**config.mk**
```make
export PLATFORM = sky130hd
export DESIGN_NAME = antsup_top
export DESIGN_NICKNAME = d
export VERILOG_FILES = /design/src/pkg/antsup_pkg.sv /design/src/rtl/antsup_top.sv
export SDC_FILE = /design/constraint.sdc
export NUM_CORES = 1
export LEC_CHECK = 0
export ABC_CLOCK_PERIOD_IN_PS = 2620
export BUFFER_PORTS_ARGS = -buffer_cell sky130_fd_sc_hd__buf_2
export CAP_MARGIN = 25
export CORE_MARGIN = 4
export CORE_UTILIZATION = 46
export CTS_CLUSTER_SIZE = 14
export DETAILED_ROUTE_END_ITERATION = 8
export GPL_TIMING_DRIVEN = 0
export MAX_ROUTING_LAYER = met4
export PLACE_DENSITY = 0.85
export SLEW_MARGIN = 30
export SYNTH_ARGS = -nofsm -noshare
export SYNTH_HDL_FRONTEND = slang
export SYNTH_SLANG_ARGS = --single-unit
```
**constraint.sdc**
```tcl
create_clock -name pclk -period 2.62 [get_ports pclk]
set_input_delay 0.131 -clock pclk [delete_from_list [all_inputs] [get_ports pclk]]
set_output_delay 0.131 -clock pclk [all_outputs]
set_load 0.005 [all_outputs]
```
**src/pkg/antsup_pkg.sv**
```systemverilog
/*
 Package for the antenna supervisor: register offsets, field positions,
 reset values and the status record carried between processes.
 Assumes a 32-bit APB slave with word-aligned registers.
*/
`default_nettype none
package antsup_pkg;
    // Register byte offsets
    localparam logic [11:0] ANTSUP_CTRL_OFS = 12'h000;   // Control
    localparam logic [11:0] ANTSUP_STAT_OFS = 12'h004;   // Live status
    localparam logic [11:0] ANTSUP_IRQ_OFS = 12'h008;    // Sticky events, write one to clear
    localparam logic [11:0] ANTSUP_MASK_OFS = 12'h00c;   // Interrupt mask
    localparam logic [11:0] ANTSUP_MODE_OFS = 12'h010;   // One-time mode latch
    localparam logic [11:0] ANTSUP_MON_OFS = 12'h014;    // Hardware monitor message word
    // Control fields
    localparam int ANTSUP_CTRL_SAVE_BIT = 0;             // Power-save request
    localparam int ANTSUP_CTRL_FORCE_OFF_BIT = 1;        // Software forced supply off
    // Event fields
    localparam int ANTSUP_EV_SHORT_BIT = 0;              // Short state changed
    localparam int ANTSUP_EV_PRES_BIT = 1;               // Presence state changed
    localparam int ANTSUP_EV_W = 2;                      // Number of events
    // Mode latch key that must accompany the one-time write
    localparam logic [31:0] ANTSUP_MODE_KEY = 32'h3a4e_0001;
    // Reset values
    localparam logic [1:0] ANTSUP_CTRL_RST = 2'h0;
    localparam logic [1:0] ANTSUP_MASK_RST = 2'h0;
    // Live antenna status record
    typedef struct packed {
        logic three_pin;   // Three-pin mode active
        logic supply_off;  // Supply control output level
        logic present;     // Antenna connected
        logic shorted;     // Short detected
    } antsup_status_t;
endpackage : antsup_pkg
`default_nettype wire

```
**src/rtl/antsup_top.sv**
```systemverilog
/*
 Antenna supervisor: samples antenna-good and presence inputs, drives the
 supply-off output, reports status and change events over APB.
 Assumes pin inputs asynchronous to pclk; pads carry internal pull-ups.
*/
// The address map and register access over APB are this design's own decisions.
`default_nettype none
module antsup_top
    import antsup_pkg::*;
(
    // Clock, reset, enable
    input wire logic pclk,
    input wire logic presetn,
    input wire logic clk_en,
    // APB slave
    input wire logic psel,
    input wire logic penable,
    input wire logic pwrite,
    input wire logic [11:0] paddr,
    input wire logic [31:0] pwdata,
    output logic [31:0] prdata,
    output logic pready,
    output logic pslverr,
    // Antenna pins
    input wire logic antenna_good_in,
    input wire logic antenna_present_in,
    output logic antenna_supply_off_out,
    // Pad pull-up enables
    output logic antenna_good_pu_en,
    output logic antenna_present_pu_en,
    // Interrupt
    output logic irq
);

    ////////////////////////////////////////////////////////////////////////
    // Declarations
    logic [1:0] good_sync_r;                 // Antenna-good synchroniser
    logic [1:0] pres_sync_r;                 // Presence synchroniser
    logic shorted_r;                         // Filtered short state
    logic present_r;                         // Filtered presence state
    logic three_pin_r;                       // Permanent mode latch
    logic [1:0] ctrl_r;                      // Control register
    logic [ANTSUP_EV_W-1:0] ev_r;            // Sticky events
    logic [ANTSUP_EV_W-1:0] mask_r;          // Interrupt mask
    logic [ANTSUP_EV_W-1:0] ev_set;          // Change events this cycle
    logic shorted_nxt;                       // Next short state
    logic present_nxt;                       // Next presence state
    logic supply_off_nxt;                    // Next supply-off level
    logic wr_acc;                            // APB write access phase
    logic rd_acc;                            // APB read access phase
    logic addr_ok;                           // Address is mapped
    logic [31:0] rd_nxt;                     // Read mux
    antsup_status_t stat;                    // Live status record

    assign wr_acc = psel && penable && pwrite && !pready;
    assign rd_acc = psel && penable && !pwrite && !pready;

    ////////////////////////////////////////////////////////////////////////
    // Input synchronisers (second stage only is used)
    always_ff @(posedge pclk or negedge presetn)
    begin
        if (!presetn)
        begin
            good_sync_r <= 2'h3;
            pres_sync_r <= 2'h3;
        end
        else if (clk_en)
        begin
            good_sync_r <= {good_sync_r[0], antenna_good_in};
            pres_sync_r <= {pres_sync_r[0], antenna_present_in};
        end
    end

    // Decode pin meaning; presence reads connected in two-pin mode
    always_comb
    begin
        shorted_nxt = !good_sync_r[1];
        present_nxt = three_pin_r ? pres_sync_r[1] : 1'b1;
        ev_set = '0;
        ev_set[ANTSUP_EV_SHORT_BIT] = shorted_nxt != shorted_r;
        ev_set[ANTSUP_EV_PRES_BIT] = present_nxt != present_r;
    end

    // Status state
    always_ff @(posedge pclk or negedge presetn)
    begin
        if (!presetn)
        begin
            shorted_r <= 1'b0;
            present_r <= 1'b1;
        end
        else if (clk_en)
        begin
            shorted_r <= shorted_nxt;
            present_r <= present_nxt;
        end
    end

    ////////////////////////////////////////////////////////////////////////
    // One-time mode latch: set by keyed write, never cleared but by reset
    always_ff @(posedge pclk or negedge presetn)
    begin
        if (!presetn)
        begin
            three_pin_r <= 1'b0;
        end
        else if (clk_en && wr_acc && paddr == ANTSUP_MODE_OFS && pwdata == ANTSUP_MODE_KEY)
        begin
            three_pin_r <= 1'b1;
        end
    end

    ////////////////////////////////////////////////////////////////////////
    // Supply control: high removes supply in both modes
    always_comb
    begin
        supply_off_nxt = shorted_nxt
            || ctrl_r[ANTSUP_CTRL_SAVE_BIT]
            || ctrl_r[ANTSUP_CTRL_FORCE_OFF_BIT];
    end

    // Output flop; starts off until first healthy sample
    always_ff @(posedge pclk or negedge presetn)
    begin
        if (!presetn)
        begin
            antenna_supply_off_out <= 1'b1;
        end
        else if (clk_en)
        begin
            antenna_supply_off_out <= supply_off_nxt;
        end
    end

    // Pad pull-ups always on
    always_ff @(posedge pclk or negedge presetn)
    begin
        if (!presetn)
        begin
            antenna_good_pu_en <= 1'b1;
            antenna_present_pu_en <= 1'b1;
        end
        else if (clk_en)
        begin
            antenna_good_pu_en <= 1'b1;
            antenna_present_pu_en <= 1'b1;
        end
    end

    ////////////////////////////////////////////////////////////////////////
    // Control and mask registers
    always_ff @(posedge pclk or negedge presetn)
    begin
        if (!presetn)
        begin
            ctrl_r <= ANTSUP_CTRL_RST;
            mask_r <= ANTSUP_MASK_RST;
        end
        else if (clk_en && wr_acc)
        begin
            if (paddr == ANTSUP_CTRL_OFS)
            begin
                ctrl_r <= pwdata[1:0];
            end
            else if (paddr == ANTSUP_MASK_OFS)
            begin
                mask_r <= pwdata[ANTSUP_EV_W-1:0];
            end
        end
    end

    // Sticky events: set wins over write-one-to-clear
    always_ff @(posedge pclk or negedge presetn)
    begin
        if (!presetn)
        begin
            ev_r <= '0;
        end
        else if (clk_en)
        begin
            if (wr_acc && paddr == ANTSUP_IRQ_OFS)
            begin
                ev_r <= (ev_r & ~pwdata[ANTSUP_EV_W-1:0]) | ev_set;
            end
            else
            begin
                ev_r <= ev_r | ev_set;
            end
        end
    end

    // Interrupt level
    always_ff @(posedge pclk or negedge presetn)
    begin
        if (!presetn)
        begin
            irq <= 1'b0;
        end
        else if (clk_en)
        begin
            irq <= |(ev_r & mask_r);
        end
    end

    ////////////////////////////////////////////////////////////////////////
    // APB read mux
    assign stat = '{three_pin: three_pin_r, supply_off: antenna_supply_off_out,
                    present: present_r, shorted: shorted_r};

    always_comb
    begin
        rd_nxt = 32'h0000_0000;
        addr_ok = 1'b1;
        if (paddr == ANTSUP_CTRL_OFS)
        begin
            rd_nxt[1:0] = ctrl_r;
        end
        else if (paddr == ANTSUP_STAT_OFS)
        begin
            rd_nxt[3:0] = stat;
        end
        else if (paddr == ANTSUP_IRQ_OFS)
        begin
            rd_nxt[ANTSUP_EV_W-1:0] = ev_r;
        end
        else if (paddr == ANTSUP_MASK_OFS)
        begin
            rd_nxt[ANTSUP_EV_W-1:0] = mask_r;
        end
        else if (paddr == ANTSUP_MODE_OFS)
        begin
            rd_nxt[0] = three_pin_r;
        end
        else if (paddr == ANTSUP_MON_OFS)
        begin
            rd_nxt = {24'h00_0000, 2'h0, ev_r, stat};
        end
        else
        begin
            addr_ok = 1'b0;
        end
    end

    // APB answer: one wait cycle, pready and data from flops
    always_ff @(posedge pclk or negedge presetn)
    begin
        if (!presetn)
        begin
            pready <= 1'b0;
            pslverr <= 1'b0;
            prdata <= 32'h0000_0000;
        end
        else if (clk_en)
        begin
            pready <= psel && penable && !pready;
            pslverr <= psel && penable && !pready && !addr_ok;
            prdata <= rd_acc ? rd_nxt : 32'h0000_0000;
        end
    end
endmodule : antsup_top
`default_nettype wire

```
# --- Yosys cells after proc, flatten, opt, wreduce, memory -nomap -nowiden ---
# Index checks and enable logic that the tools add are counted.
word_totals:
  register_bits: 49
  in_bits: 52
  output_inout_bits: 38
  wordCells: 73
op_classes:
  n_eq_ne: 8
  mux: 25
  bitwise_logic: 6
  n_reduce_logical: 21
ops:
  columns: ["op", "n"]
  rows:
  - ["$mux 32", 6]
  - ["$mux 30", 3]
  - ["$eq 32x30->1 const B", 1]
  - ["$mux 31", 1]
  - ["$mux 28", 1]
  - ["$eq 12x4->1 const B", 2]
  - ["$eq 12x5->1 const B", 2]
  - ["$eq 12x3->1 const B", 1]
  - ["$logic_not 12->1", 1]
  - ["$logic_and 1x1->1", 11]
  - ["$mux 1", 8]
  - ["$mux 2", 4]
  - ["$mux 6", 1]
  - ["$and 2x2->2", 2]
  - ["$logic_not 1->1", 4]
  - ["$mux 4", 1]
  - ["$or 2x2->2", 2]
  - ["$reduce_and 3->1", 1]
  - ["$logic_or 1x1->1", 2]
  - ["$ne 1x1->1", 2]
  - ["$not 2->2", 1]
  - ["$reduce_and 2->1", 1]
  - ["$reduce_or 2->1", 1]
  - ["$not 1->1", 1]

# --- Logic depth before layout (Yosys ltp) ---
logic_depth:
  word_depth: 13
  mapped_depth: 5

# --- Worst setup path after synthesis ---
# Ideal clock, no wire load.
synth_path:
  path_kind: "reg-to-reg"
  start: "register pready"
  end: "register ctrl_r[0]"
  t_arrival_ps: 1382
  path_slack_ps: 1113
  path_stages_with_launch: 5
  n_path_buf: 0
  path_cell_list: "dfrtp_1 -> and4b_1 -> and4_4 -> nand4b_4 -> mux2_4"
synth_between:
  elab_chain_cells: 4
synth_lines:
  columns: ["item", "line", "text"]
  rows:
  - ["start, declared", "antsup_top.sv:22", "output logic pready,"]
  - ["start signal, assigned", "antsup_top.sv:255", "pready <= psel && penable && !pready;"]
  - ["$logic_not 1->1", "antsup_top.sv:55", "assign wr_acc = psel && penable && pwrite && !pready;"]
  - ["$logic_and 1x1->1", "antsup_top.sv:55", null]
  - ["$logic_and 1x1->1", "antsup_top.sv:159", "else if (clk_en && wr_acc)"]
  - ["$reduce_and 2->1 (no line)", null, null]
  - ["end signal, assigned", "antsup_top.sv:163", "ctrl_r <= pwdata[1:0];"]
  - ["end, declared", "antsup_top.sv:42", "logic [1:0] ctrl_r;"]
# No other way between the ends.
# A chain may end at the register's enable or synchronous reset.

# --- Worst setup path in the final report ---
layout_path:
  start: "register pready"
  end: "register prdata[4]"
layout_between:
  elab_chain_cells: 3
layout_lines:
  columns: ["item", "line", "text"]
  rows:
  - ["$logic_not 1->1", "antsup_top.sv:56", "assign rd_acc = psel && penable && !pwrite && !pready;"]
  - ["$logic_and 1x1->1", "antsup_top.sv:56", null]
  - ["$mux 32", "antsup_top.sv:257", "prdata <= rd_acc ? rd_nxt : 32'h0000_0000;"]
  - ["end signal, assigned", "antsup_top.sv:257", null]
  - ["end, declared", "antsup_top.sv:21", "output logic [31:0] prdata,"]
# No other way between the ends.

==> out/qor.yml <==
finalSetupTns_ns: 0
crit_end: "prdata[4]"
fp-row-count: 19
ys_async_sr_fraction_pct: 100
antenna_found_initial: 0
cts_tree: "yes"
drv_cap: 0
ys_ff_latch: 23
ys_seq_area_share_pct: 40.8
fin_crit_ns: 1.62
route.met2.wl_um: 1720
cts_buffer_depth: 2
r2r-start: "pready"
start_util_pct: 50.1
core-area_um2: 2850
critical-path-max-stage-delay_ns: 0.42
synthTopCellsByCount: "buf_4, dfrtp_1, nor2_1, dfstp_2, o21ai_0"
slew_viol_final: 0
routabilityCongestion: 0.837
setup_slack_ns: 1.00
track_usage_pct: 18.2
synth_top_area_cell: "dfrtp_1"
io_pins: 90
reg2reg_slack_ns: 1.00
path_max_fanout: 5
drc: 0
grt-ovfl-total: 0
setup_viol: 0
r2r_end: "prdata[4]"
clock-skew-final_ns: 0.00462
numPortBuffers: 59
end_kind: "flip-flop"
htree_levels: 1
num_vias: 1249
synth_top_cell_area_share_pct: 29.7
place_hpwl_um: 2890
routed.top_layer: "met4"
postCtsSetupRepairBufs: 0
root_buffer: "clkbuf_4"
cts_resized: 0
drtIter0Drc: 18
clk_transition_reported_paths_ns: 0.12
clk-insertion-delay-late_ns: 0.31
ant_nets: 0
grt_max_degree: 24
grt_pass1_wl_um: 5820
ir_worst_vdd_uv: 405
ys.flop_type: "dfrtp_1"
outcome: "complete, no violations"
synth_edf_count: 0
design_area_um2: 1900
nNetsFinal: 277
startpoint_type: "flip-flop"
syn_area_per_cell_um2: 10.7
grt_setup_unrepaired: "false"
wl_met3_um: 401
cpMaxStageDelayCell: "dfrtp_1"
die_area_um2: 4070
fp.dieW_um: 63.8
via_per_inst: 4.90
wl_met1_um: 1320
hold_viol: 0
ys_types: 42
post-place-ws_ns: 1.03
cts_buffers: 3
clock_sinks: 23
syn_area_um2: 1430
hold_ws_ns: 0.0447
worstPathRequired_ns: 2.87
path_cells: "and4b_1 -> nand4_2 -> nor4b_4 -> a32o_1"
r2r_cells: 4
critPathArrivalTime_ns: 1.87
drtPass1Iterations: 4
power_per_cell_area_nw_per_um2: 374
syn_to_final_growth_pct: 32.7
grt_pass1_vias: 1283
finalWirelength_um: 3470
synth_most_common_cell: "buf_4"
fmax_mhz: 619
diodes: 0
leakagePower_nw: 1.04
fp.dieH_um: 63.8
period_share_pct: 61.7
startpoint: "pready"
synthTopCellsByArea: "dfrtp_1, buf_4, dfstp_2"
yosys_warnings: 0
drive_gt1_share_pct: 50.0
min_path_type: "primary input to flip-flop"
crit_type: "flip-flop to flip-flop"
dpl_cell_area_um2: 1860
routedWlPerCell_um: 13.6
netlist_instances: 134
-- placed cells by master, fill, tap and decap left out, types with 2 or more instances in the layout --
master / count
buf_2: 61
buf_4: 29
conb_1: 28
dfrtp_1: 17
nor2_1: 7
o21ai_0: 6
dfstp_2: 6
nor3_1: 5
inv_1: 4
a21oi_1: 4
mux2_2: 4
nand4_1: 4
nand2_1: 4
nor4_1: 3
a22o_1: 3
clkbuf_4: 3
nand3b_1: 2
mux2i_1: 2
clkbuf_1: 2
o32ai_1: 2
a32o_1: 2
mux2_4: 2
mux2_1: 2
nor4b_1: 2
-- worst max-delay path, delay by kind of cell (launching register included) --
kind,cells,cell delay [ns]
AOI/OAI and AO/OA,1,0.22
DFF,1,0.42
and+or+nand+nor,3,0.91
-- stage by stage --
stage | total power [mW] | utilization, % | instances
after floorplan | 0.484 | - | 160
after CTS | 0.711 | 66.5 | 255
final | 0.710 | 66.5 | 255
after global routing | 0.747 | 66.5 | 255
after detailed placement | 0.551 | 65.3 | 250
after global placement | 0.544 | 65.3 | 250
-- metal layers --
metal	global-route usage [%]	up-vias
li1	-	612
met1	21.6	574
met2	30.4	61
met3	5.60	2
met4	4.04	0
met5	-	-
-- logic make-up (layout without fill, tap and decap cells) --
group | Yosys count | after routing | share of synthesized area [%]
simple gates | 38 | 38 | 20.0
buf+inv | 37 | 101 | 17.5
flops | 23 | 23 | 40.8
compound gates | 21 | 21 | 10.2
mux | 11 | 11 | 9.80
other cells | 2 | 28 | 0.525
xor+xnor | 2 | 2 | 1.23
-- sequential cells by signal, summed over array words and instances (netlist names) --
| name | count |
|---|---|
| antenna_supply_off_out | 1 |
| three_pin_r | 1 |
| irq | 1 |
| ev_r | 2 |
| present_r | 1 |
| ctrl_r | 2 |
| prdata | 6 |
| pslverr | 1 |
| pready | 1 |
| good_sync_r | 2 |
| mask_r | 2 |
| pres_sync_r | 2 |
| shorted_r | 1 |
-- cell type report --
type / count / area, µm²
sequential: 23 / 583
buffer: 32 / 231
multi-input combinational: 100 / 694
timing repair buffer: 60 / 305
fill: 249 / 955
clock buffer: 4 / 26.3
tap: 31 / 38.8
inverter: 5 / 18.8
-- how the worst min path moves through the flow --
stage                    start             end  slack [ns]  depth (start not counted)
2_1_floorplan          presetn       ctrl_r[0]       -0.16                          0
3_3_place_gp           presetn             irq        0.12                          1
3_5_place_dp           presetn       prdata[2]        0.12                          1
4_1_cts        antenna_good_in  good_sync_r[0]        0.04                          2
5_1_grt        antenna_good_in  good_sync_r[0]        0.05                          2
6_report       antenna_good_in  good_sync_r[0]        0.04                          2
-- report_power, final --
group	total (mW)	switching, mW	internal [mW]
Combinational	0.153	0.0684	0.0843
Clock	0.164	0.104	0.0596
Sequential	0.394	0.0143	0.380
-- what timing repair did --
action	4_1_cts	5_1_grt
hold buffers	1	0
endpoints found under the hold margin	17	0
setup endpoints to repair	0	0
No activity file was read; power rests on OpenSTA's default activity.
